**config.mk**
```make
export PLATFORM = sky130hd
export DESIGN_NAME = ledfm_top
export DESIGN_NICKNAME = d
export VERILOG_FILES = /design/src/hdl/ledfm_pkg.sv /design/src/hdl/ledfm_sync.sv /design/src/hdl/ledfm_top.sv
export VERILOG_INCLUDE_DIRS = /design/src /design/src/hdl
export SDC_FILE = /design/constraint.sdc
export NUM_CORES = 1
export LEC_CHECK = 0
export ABC_CLOCK_PERIOD_IN_PS = 2100
export BUFFER_PORTS_ARGS = -buffer_cell sky130_fd_sc_hd__buf_4
export CORE_MARGIN = 2
export CORE_UTILIZATION = 55
export DETAILED_ROUTE_END_ITERATION = 6
export GPL_TIMING_DRIVEN = 0
export HOLD_SLACK_MARGIN = 0.03
export PLACE_DENSITY = 0.85
export SETUP_SLACK_MARGIN = 0.3
export SLEW_MARGIN = 15
export SYNTH_ARGS = -nofsm -noshare
export SYNTH_HDL_FRONTEND = slang
export SYNTH_SLANG_ARGS = --single-unit
```
**constraint.sdc**
```tcl
create_clock -name mclk -period 2.1 [get_ports mclk]
set_clock_uncertainty 0.2 [all_clocks]
set_input_delay 0.42 -clock mclk [delete_from_list [all_inputs] [get_ports mclk]]
set_output_delay 0.42 -clock mclk [all_outputs]
set_load 0.02 [all_outputs]
```
**src/hdl/ledfm_defines.svh**
```systemverilog
// constants for the led fault manager
`ifndef LEDFM_DEFINES_SVH
`define LEDFM_DEFINES_SVH
`define LEDFM_SHORT_CYCLES   2
`define LEDFM_HICCUP_CYCLES  16000
`define LEDFM_CNT_W          15
`endif

```
**src/hdl/ledfm_pkg.sv**
```systemverilog
// types for the led fault manager
`include "ledfm_defines.svh"
package ledfm_pkg;
  typedef enum logic [1:0] {
    LEDFM_RUN,
    LEDFM_HICCUP,
    LEDFM_RETRY
  } ledfm_hic_state_type;

  typedef struct packed {
    logic ovp_hit;
    logic ovp_below_hyst;
    logic sense_oc;
    logic temp_over_shutdown;
    logic temp_below_release;
    logic supply_low;
    logic supply_above_rise;
    logic rail_low;
    logic freq_high;
    logic switch_oc;
  } ledfm_sense_type;

  typedef struct packed {
    logic gate_drive;
    logic dim_switch_drive;
    logic standby;
    logic comp_reset;
  } ledfm_drive_type;
endpackage : ledfm_pkg

```
**src/hdl/ledfm_sync.sv**
```systemverilog
// three-stage synchroniser with agreement filter
`timescale 1ns/1ps
`default_nettype none
module ledfm_sync #(
  parameter int WIDTH = 1
) (
  // clock and reset
  input  wire logic             mclk,
  input  wire logic             reset,
  // data
  input  wire logic [WIDTH-1:0] din,
  output var  logic [WIDTH-1:0] dout
);
  logic [WIDTH-1:0] s1_reg;
  logic [WIDTH-1:0] s2_reg;
  logic [WIDTH-1:0] s3_reg;

  always_ff @(posedge mclk) begin
    if (reset) begin
      s1_reg <= '0;
      s2_reg <= '0;
      s3_reg <= '0;
    end else begin
      s1_reg <= din;
      s2_reg <= s1_reg;
      s3_reg <= s2_reg;
    end
  end

  // a change counts once stages two and three agree
  always_ff @(posedge mclk) begin
    if (reset) begin
      dout <= '0;
    end else begin
      for (int i = 0; i < WIDTH; i++) begin
        if (s2_reg[i] == s3_reg[i]) begin
          dout[i] <= s3_reg[i];
        end
      end
    end
  end
endmodule : ledfm_sync
`default_nettype wire

```
**src/hdl/ledfm_top.sv**
```systemverilog
// fault protection and reporting for a switching led current controller
`timescale 1ns/1ps
`default_nettype none
`include "ledfm_defines.svh"
module ledfm_top #(
  parameter int HICCUP_CYCLES = `LEDFM_HICCUP_CYCLES,
  parameter int SHORT_CYCLES  = `LEDFM_SHORT_CYCLES
) (
  // clock and reset
  input  wire logic                      mclk,
  input  wire logic                      reset,
  // switching cycle and configuration
  input  wire logic                      sw_cycle_start,
  input  wire logic                      boost_mode,
  input  wire logic                      startup_done,
  input  wire logic                      pwm_gate_request,
  input  wire logic                      dim_request,
  // analog comparator results, asynchronous
  input  wire ledfm_pkg::ledfm_sense_type sense_async,
  // drives
  output var  ledfm_pkg::ledfm_drive_type drive,
  // open-drain fault flag
  input  wire logic                      fault_flag_n_in,
  output var  logic                      fault_flag_n_out,
  output var  logic                      fault_flag_n_oe
);
  import ledfm_pkg::*;

  localparam int CW = `LEDFM_CNT_W;

  ledfm_sense_type     sense;
  ledfm_hic_state_type hic_reg;
  ledfm_hic_state_type hic_next;
  logic [CW-1:0]       hic_cnt_reg;
  logic [1:0]          short_cnt_reg;
  logic                short_det;
  logic                ovp_reg;
  logic                therm_reg;
  logic                uvlo_reg;
  logic                rail_fault;
  logic                freq_fault;
  logic                climit_reg;
  logic                report;
  logic                standby_any;
  logic                comp_any;
  logic                gate_block;
  logic                dim_block;

  ledfm_sync #(.WIDTH($bits(ledfm_sense_type))) u_sync (
    .mclk  (mclk),
    .reset (reset),
    .din   (sense_async),
    .dout  (sense)
  );

  function automatic logic [CW-1:0] cnt_limit(input int n);
    cnt_limit = CW'(n - 1);
  endfunction : cnt_limit

  // over-voltage latch with hysteresis release
  always_ff @(posedge mclk) begin
    if (reset) begin
      ovp_reg <= 1'b0;
    end else if (sense.ovp_hit) begin
      ovp_reg <= 1'b1;
    end else if (sense.ovp_below_hyst) begin
      ovp_reg <= 1'b0;
    end
  end

  chk_ovp_gate_low: assert property (@(posedge mclk) disable iff (reset)
    ovp_reg |=> !drive.gate_drive && !drive.dim_switch_drive)
    else $error("drives high during over-voltage");
  chk_ovp_immediate: assert property (@(posedge mclk) disable iff (reset)
    sense.ovp_hit |=> !drive.gate_drive && !drive.dim_switch_drive)
    else $error("drives high on over-voltage hit");
  chk_ovp_flag_hold: assert property (@(posedge mclk) disable iff (reset)
    ovp_reg && !sense.ovp_below_hyst |=> ovp_reg)
    else $error("over-voltage released early");

  // thermal latch, released below lower level
  always_ff @(posedge mclk) begin
    if (reset) begin
      therm_reg <= 1'b0;
    end else if (sense.temp_over_shutdown) begin
      therm_reg <= 1'b1;
    end else if (sense.temp_below_release) begin
      therm_reg <= 1'b0;
    end
  end

  chk_therm_standby: assert property (@(posedge mclk) disable iff (reset)
    therm_reg |=> drive.standby && !drive.gate_drive && fault_flag_n_oe)
    else $error("thermal response missing");
  chk_therm_hold: assert property (@(posedge mclk) disable iff (reset)
    therm_reg && !sense.temp_below_release |=> therm_reg)
    else $error("thermal released early");

  // supply lockout, released on rising threshold
  always_ff @(posedge mclk) begin
    if (reset) begin
      uvlo_reg <= 1'b1;
    end else if (sense.supply_low) begin
      uvlo_reg <= 1'b1;
    end else if (sense.supply_above_rise) begin
      uvlo_reg <= 1'b0;
    end
  end

  chk_uvlo_silent: assert property (@(posedge mclk) disable iff (reset)
    uvlo_reg && !therm_reg && !ovp_reg && !rail_fault && !freq_fault
    && hic_reg != LEDFM_HICCUP |=> !fault_flag_n_oe)
    else $error("supply lockout reported");
  chk_uvlo_hold: assert property (@(posedge mclk) disable iff (reset)
    uvlo_reg && !sense.supply_above_rise |=> uvlo_reg)
    else $error("supply lockout released early");
  chk_uvlo_drives: assert property (@(posedge mclk) disable iff (reset)
    uvlo_reg |=> !drive.gate_drive && !drive.dim_switch_drive
    && drive.standby && drive.comp_reset)
    else $error("supply lockout response missing");

  assign rail_fault = startup_done && sense.rail_low;
  assign freq_fault = sense.freq_high;

  chk_freq_gate: assert property (@(posedge mclk) disable iff (reset)
    freq_fault |=> !drive.gate_drive && fault_flag_n_oe)
    else $error("frequency fault response missing");
  chk_rail_standby: assert property (@(posedge mclk) disable iff (reset)
    rail_fault |=> drive.standby && drive.comp_reset && !drive.gate_drive && fault_flag_n_oe)
    else $error("rail fault response missing");

  // cycle-by-cycle current limit, cleared at next cycle start
  always_ff @(posedge mclk) begin
    if (reset) begin
      climit_reg <= 1'b0;
    end else if (sense.switch_oc) begin
      climit_reg <= 1'b1;
    end else if (sw_cycle_start) begin
      climit_reg <= 1'b0;
    end
  end

  chk_climit_hold: assert property (@(posedge mclk) disable iff (reset)
    climit_reg && !sw_cycle_start |=> !drive.gate_drive)
    else $error("gate pulse not ended");
  chk_limit_cut: assert property (@(posedge mclk) disable iff (reset)
    sense.switch_oc |=> !drive.gate_drive)
    else $error("gate high over current limit");

  // count switching cycles with sense above short threshold
  always_ff @(posedge mclk) begin
    if (reset) begin
      short_cnt_reg <= '0;
    end else if (!sense.sense_oc || !boost_mode) begin
      short_cnt_reg <= '0;
    end else if (sw_cycle_start && short_cnt_reg != 2'(SHORT_CYCLES)) begin
      short_cnt_reg <= short_cnt_reg + 2'h1;
    end
  end

  assign short_det = boost_mode && short_cnt_reg == 2'(SHORT_CYCLES);

  chk_short_boost: assert property (@(posedge mclk) disable iff (reset)
    !boost_mode |-> !short_det)
    else $error("short detected outside boost");
  chk_short_filter: assert property (@(posedge mclk) disable iff (reset)
    short_det |-> $past(sense.sense_oc) && $past(sense.sense_oc, 2))
    else $error("short declared without two cycles over threshold");
  chk_short_dim_cut: assert property (@(posedge mclk) disable iff (reset)
    short_det |=> !drive.dim_switch_drive)
    else $error("dim drive high on short");

  // hiccup sequencer
  always_comb begin
    hic_next = hic_reg;
    unique case (hic_reg)
      LEDFM_RUN: begin
        if (short_det) begin
          hic_next = LEDFM_HICCUP;
        end
      end
      LEDFM_HICCUP: begin
        if (sw_cycle_start && hic_cnt_reg == cnt_limit(HICCUP_CYCLES)) begin
          hic_next = LEDFM_RETRY;
        end
      end
      LEDFM_RETRY: begin
        if (short_det) begin
          hic_next = LEDFM_HICCUP;
        end else if (sw_cycle_start && !sense.sense_oc) begin
          hic_next = LEDFM_RUN;
        end
      end
      default: begin
        hic_next = LEDFM_RUN;
      end
    endcase
  end

  always_ff @(posedge mclk) begin
    if (reset) begin
      hic_reg <= LEDFM_RUN;
    end else begin
      hic_reg <= hic_next;
    end
  end

  chk_short_enters: assert property (@(posedge mclk) disable iff (reset)
    hic_reg == LEDFM_RUN && short_det |=> hic_reg == LEDFM_HICCUP)
    else $error("short did not start hiccup");
  chk_retry_exit: assert property (@(posedge mclk) disable iff (reset)
    hic_reg == LEDFM_RETRY && sw_cycle_start && !sense.sense_oc && !short_det
    |=> hic_reg == LEDFM_RUN)
    else $error("retry did not resume");
  chk_retry_rearm: assert property (@(posedge mclk) disable iff (reset)
    hic_reg == LEDFM_RETRY && short_det |=> hic_reg == LEDFM_HICCUP && hic_cnt_reg == '0)
    else $error("retry short did not restart full hiccup");

  always_ff @(posedge mclk) begin
    if (reset) begin
      hic_cnt_reg <= '0;
    end else if (hic_reg != LEDFM_HICCUP) begin
      hic_cnt_reg <= '0;
    end else if (sw_cycle_start) begin
      hic_cnt_reg <= hic_cnt_reg + CW'(1);
    end
  end

  chk_hiccup_len: assert property (@(posedge mclk) disable iff (reset)
    $rose(hic_reg == LEDFM_HICCUP) |-> hic_cnt_reg == '0)
    else $error("hiccup period not restarted");
  chk_hiccup_hold: assert property (@(posedge mclk) disable iff (reset)
    hic_reg == LEDFM_HICCUP && hic_cnt_reg < cnt_limit(HICCUP_CYCLES) |=> hic_reg == LEDFM_HICCUP)
    else $error("hiccup ended early");

  // reportable sources are or-ed onto the flag
  assign report = ovp_reg || therm_reg || rail_fault || freq_fault
                  || hic_reg == LEDFM_HICCUP;
  assign standby_any = uvlo_reg || therm_reg || ovp_reg || rail_fault;
  assign comp_any    = standby_any || hic_reg == LEDFM_HICCUP;
  assign gate_block  = comp_any || freq_fault || climit_reg || sense.switch_oc;
  assign dim_block   = uvlo_reg || ovp_reg || hic_reg == LEDFM_HICCUP;

  // drives: over-voltage cuts gate and dim the cycle after the latch input rises, standby and comp reset a cycle later
  always_ff @(posedge mclk) begin
    if (reset) begin
      drive <= '0;
    end else begin
      drive.gate_drive       <= pwm_gate_request && !gate_block
                                && !sense.ovp_hit;
      drive.dim_switch_drive <= dim_request && !dim_block && !short_det
                                && !sense.ovp_hit;
      drive.standby          <= standby_any;
      drive.comp_reset       <= comp_any;
    end
  end

  chk_hiccup_comp: assert property (@(posedge mclk) disable iff (reset)
    hic_reg == LEDFM_HICCUP |=> drive.comp_reset && fault_flag_n_oe)
    else $error("hiccup without comp reset or flag");
  chk_hiccup_gate: assert property (@(posedge mclk) disable iff (reset)
    hic_reg == LEDFM_HICCUP |=> !drive.gate_drive && !drive.dim_switch_drive)
    else $error("drives high during hiccup");
  chk_gate_follow: assert property (@(posedge mclk) disable iff (reset)
    !gate_block && !sense.ovp_hit |=> drive.gate_drive == $past(pwm_gate_request))
    else $error("gate drive not following request");
  chk_dim_follow: assert property (@(posedge mclk) disable iff (reset)
    !dim_block && !short_det && !sense.ovp_hit |=> drive.dim_switch_drive == $past(dim_request))
    else $error("dim drive not following request");
  chk_standby_comp: assert property (@(posedge mclk) disable iff (reset)
    drive.standby |-> drive.comp_reset)
    else $error("standby without comp reset");

  // open-drain flag: output always low, enable while reporting
  assign fault_flag_n_out = 1'b0;
  always_ff @(posedge mclk) begin
    if (reset) begin
      fault_flag_n_oe <= 1'b0;
    end else begin
      fault_flag_n_oe <= report;
    end
  end

  chk_flag_release: assert property (@(posedge mclk) disable iff (reset)
    !report |=> !fault_flag_n_oe)
    else $error("flag held with no fault");
  chk_flag_any: assert property (@(posedge mclk) disable iff (reset)
    report |=> fault_flag_n_oe)
    else $error("flag not driven during fault");
endmodule : ledfm_top
`default_nettype wire

```
# Word level (Yosys, flattened, before mapping)
# Index checks and enable logic that the tools add are counted.
dict set report totals {
  elab_cells 95
  ff_bits 68
  output_inout_bits 6
}
dict set report classes {
  addsub 2
  muxes 11
  n_eq_ne 19
  reduce_logical 38
}
# operator n
set op_table {}
lappend op_table {{adder 15 x 1 -> 15 bit, second input constant} 1}
lappend op_table {{== test 15 x 14 -> 1 bit, second input constant} 1}
lappend op_table {{logical OR 1 bit} 14}
lappend op_table {{== test 1 bit} 10}
lappend op_table {{logical AND 1 bit} 10}
lappend op_table {{two-way mux 2 bit} 4}
lappend op_table {{zero test 1 bit} 6}
lappend op_table {{two-way mux 1 bit} 6}
lappend op_table {{!= test 2 bit, second input constant} 3}
lappend op_table {{case mux 2 bit (3 select lines)} 1}
lappend op_table {{nonzero test 2 bit} 3}
lappend op_table {{OR reduction 2 bit} 3}
lappend op_table {{== test 2 bit, second input constant} 2}
lappend op_table {{!= test 3 bit, second input constant} 1}
lappend op_table {{AND reduction 3 bit} 1}
lappend op_table {{adder 2 x 1 -> 2 bit, second input constant} 1}
lappend op_table {{== test 2 x 1 -> 1 bit, second input constant} 1}
lappend op_table {{zero test 2 bit} 1}
lappend op_table {{!= test 2 x 1 -> 1 bit, second input constant} 1}

# Logic depth before layout (Yosys ltp)
dict set report logic_depth {
  ltp_word 10
  mapped_depth 5
  depth_no_buf 5
}

# Hierarchy
# Synthesis repeated with hierarchy kept, for this count alone.
dict set report hier_totals {
  hier_cells 245
  area_unflattened_um2 2403.6
}
# module n_inst area_each_um2 cells_each seq_area_each_um2
set by_module_without_submodules {}
lappend by_module_without_submodules {ledfm_top 1 1257.5 141 560.5}
lappend by_module_without_submodules {ledfm_sync 1 1146.1 104 800.8}

# Worst setup path before layout
# No wires, ideal clock.
dict set report synth_timing {
  path_kind {register to register}
  startpoint {register hic_cnt_reg[0]}
  endpoint {register hic_reg[0]}
  stages_incl_launch_ff 5
  path_buffers 0
  arrival_ps 1402
  setup_time_ps 117
  slack_ps 381
  required_time_ps 1783
  path_cell_list {dfxtp_1 -> ha_1 -> nand3_1 -> or4_1 -> o2bb2ai_1}
}
dict set report synth_between {
  elab_chain_len 4
}
# item line_no
set synth_lines {}
lappend synth_lines {{from (decl)} ledfm_top.sv:34} ;# logic [CW-1:0] hic_cnt_reg;
lappend synth_lines {{from (signal assigned)} ledfm_top.sv:225} ;# hic_cnt_reg <= hic_cnt_reg + CW'(1);
lappend synth_lines {{== test 15 x 14 -> 1 bit} ledfm_top.sv:183} ;# if (sw_cycle_start && hic_cnt_reg == cnt_limit(HICCUP_CYCLES)) begin
lappend synth_lines {{logical AND 1 bit} ledfm_top.sv:183}
lappend synth_lines {{!= test 2 bit (no source line)} -}
lappend synth_lines {{AND reduction 3 bit (no source line)} -}
lappend synth_lines {{to (signal assigned)} ledfm_top.sv:204} ;# hic_reg <= hic_next;
lappend synth_lines {{to (decl)} ledfm_top.sv:32} ;# ledfm_hic_state_type hic_reg;
# Every way passes these cells.
# A chain may end at the register's enable or synchronous reset.

# Worst setup path after layout
dict set report layout_timing {
  startpoint {register hic_cnt_reg[3]}
  endpoint {register hic_cnt_reg[14]}
}
dict set report layout_between {
  elab_chain_len 1
}
# item line_no
set layout_lines {}
lappend layout_lines {{adder 15 x 1 -> 15 bit} ledfm_top.sv:225}
# Every way passes these cells.

==> impl_metrics.yaml <==
clock_network:
  clockRootBuffer: "clkbuf_8"
  clockBufferDepth: 2
  clk_pin_slew_ps: 70
  clock-sinks: 68
  cts_buffers: 9
  holdBufCountCts: 0
  clk_latency_ps: 340
  cts_tree: "built"
  htree_levels: 3
worst_setup_path:
  slowest_delay_ps: 420
  critical_path_arrival_ps: 1840
  crit_type: "reg2reg"
  critPathRequiredTime_ps: 2170
  cp_cell_sequence: "nand4_1 > buf_2 > nor4_1 > mux2i_1"
  critPathMaxFanout: 10
  cp_slowest_cell: "dfxtp_1"
  cp-end-kind: "register"
  start_kind: "register"
power:
  power_frac_clock_pct: 45.8
  total_power_mw: 2.59
  power_switching_mw: 0.528
  power.leakage_nw: 1.01
  p_seq_share_pct: 51.2
  p_sw_share_pct: 20.4
  internal_power_mw: 2.06
  ir_worst_vdd_mv: 0.699
  power_density_nw_per_um2: 909
  comb_power_share_pct: 3.1
place:
  place_inst: 310
  dp_slack_ps: 105
  io_buffers: 20
  dp_hpwl_um: 2910
  gp_congestion: 0.821
  place_area_um2: 2570
layout:
  stdcell_count: 327
  post-route-cell-area_um2: 2850
  largest_reg_flops: 15
  antenna_cells: 0
  nNetsFinal: 292
  final_util_pct: 70.2
  nFillCells: 306
  layout-drive-gt1-share_pct: 18.4
  areaGrowthSynthToFinish_pct: 20.8
floorplan:
  fp.coreArea_um2: 4060
  die_h_um: 69.5
  die_area_um2: 4830
  initial_utilization_pct: 58.1
  num_rows: 23
  ioPinCount: 24
  fp.dieW_um: 69.5
synth:
  synth-main-ff-cell: "dfxtp_1"
  synthCells: 240
  yosysSeqAreaShare_pct: 57.7
  yosys_warnings: 0
  synth_edf_count: 0
  syn_nets: 260
  async_flop_share_pct: 0
  synth.distinct_cells: 38
  synth_seq_cells: 68
  syn_area_per_cell_um2: 9.82
  mappedNetlistArea_um2: 2360
timing:
  setup_ws_ps: 334
  rsz0062_at_grt: "true"
  hold_viol_final: 0
  setup_viol: 0
  min_period_over_period_pct: 84.1
  holdWs_ps: 87.1
  tightestPinTransition_ps: 564
  fmax_mhz: 566
  tns_ps: 0
  maxSlewHeadroom_pct: 61.4
  final_max_slew_viol_count: 0
  period_minus_slack_ps: 1770
routing:
  first_pass_iters: 4
  viasPerCell: 5.31
  vias: 1736
  drt-total-wl_um: 4310
  wl_per_cell_um: 13.2
  ant_nets: 0
  drtIter0Drc: 67
  drcViolationCount: 0
job:
  maxCapViolCount: 0
global_route:
  grt_max_degree: 13
  gr-usage-all-layers_pct: 19.4
  grt_first_pass_wirelength_um: 7220
  globalRouteOverflowTotal: 0
  first_global_vias: 1645
  antenna_found_initial: 0
min_path:
  hold_class: "in2reg"
outcome:
  run_status: "finished clean"
-- final cells by class --
class,count,area [um2],share of cell area [%]
well taps,50,62.6,2.20
clock inverters,5,83.8,2.94
flip-flops and latches,68,1370,47.9
plain buffers,12,52.6,1.85
inverters,6,22.5,0.791
repair buffers,21,158,5.54
multi-input cells,154,962,33.8
clock buffers,11,141,4.96
-- cell usage in the layout (no fill, tap or decap), types with 5 or more instances in the layout --
cell type  instances
clkbuf_8          10
buf_4             22
o21ai_0           13
clkbuf_1           8
nor2_1            13
nand2_1           19
nor2b_1           31
nand2b_1           5
inv_1              6
nand4_1            6
mux2i_1            5
a21oi_1           19
dfxtp_1           65
-- cells by family after synthesis --
group	after synthesis	share of synthesized area [%]
xor gates and xnor gates	5	1.86
and+or+nand+nor	97	23.0
other	1	0.159
buffers and inverters	18	3.13
DFF	68	57.7
adders and majority gates	2	1.06
AOI/OAI and AO/OA	44	10.9
muxes	5	2.12
-- worst max-delay path: cells and delay by family, from the launching register on --
kind	cells	cell delay, ps
AND/OR/NAND/NOR	2	610
flip-flops	1	420
buffers and inverters	1	250
multiplexers	1	220
-- power groups by stage --
stage | Clock [mW] | Sequential [mW] | Combinational, mW
floorplan | 0 | 1.35 | 0.0418
global route | 1.28 | 1.33 | 0.0875
global placement | 0 | 1.35 | 0.0777
detailed placement | 0 | 1.36 | 0.0792
CTS | 1.21 | 1.33 | 0.0798
finish | 1.19 | 1.33 | 0.0790
-- per-layer routing --
layer / wire length [um] / part of all wire, % / global-route usage, %
met1: 1910 / 44 / 22.1
met2: 2050 / 48 / 30.4
met3: 242 / 5.6 / 8.58
met4: 112 / 2.6 / 10.5
met5: 0 / 0 / 0
-- final timing paths --
path	from	end	slack [ps]	cells after the start
min	sense_async[2]	u_sync.s1_reg[2]	90	2
min reg2reg	u_sync.s1_reg[4]	u_sync.s2_reg[4]	230	1
max reg2reg	hic_cnt_reg[3]	hic_cnt_reg[14]	330	4
max	hic_cnt_reg[3]	hic_cnt_reg[14]	330	4
-- synth_stat cells (all sizes together) (2+ instances only) --
| cell type | instances | area [um2] |
|---|---|---|
| a21oi | 19 | 95.1 |
| nor4 | 5 | 31.3 |
| or2 | 2 | 12.5 |
| mux2i | 5 | 50.1 |
| dfxtp | 68 | 1360 |
| xor2 | 2 | 17.5 |
| or4 | 3 | 22.5 |
| or3 | 2 | 12.5 |
| ha | 2 | 25.0 |
| xnor2 | 3 | 26.3 |
| buf | 4 | 21.3 |
| nand4 | 6 | 37.5 |
| nand3 | 3 | 15.0 |
| nand2b | 5 | 31.3 |
| nor2 | 13 | 48.8 |
| a2111oi | 2 | 17.5 |
| o31ai | 2 | 15.0 |
| nand2 | 19 | 71.3 |
| inv | 6 | 22.5 |
| clkbuf | 8 | 30.0 |
| o21a | 3 | 22.5 |
| o21ai | 13 | 65.1 |
| nor2b | 31 | 194 |
| and4 | 2 | 17.5 |
-- what timing repair did --
action,in CTS,in global routing
buffers inserted,0,1
endpoints found under the setup margin,5,8
resized for setup,5,8
No activity file was read; power rests on OpenSTA's default activity.
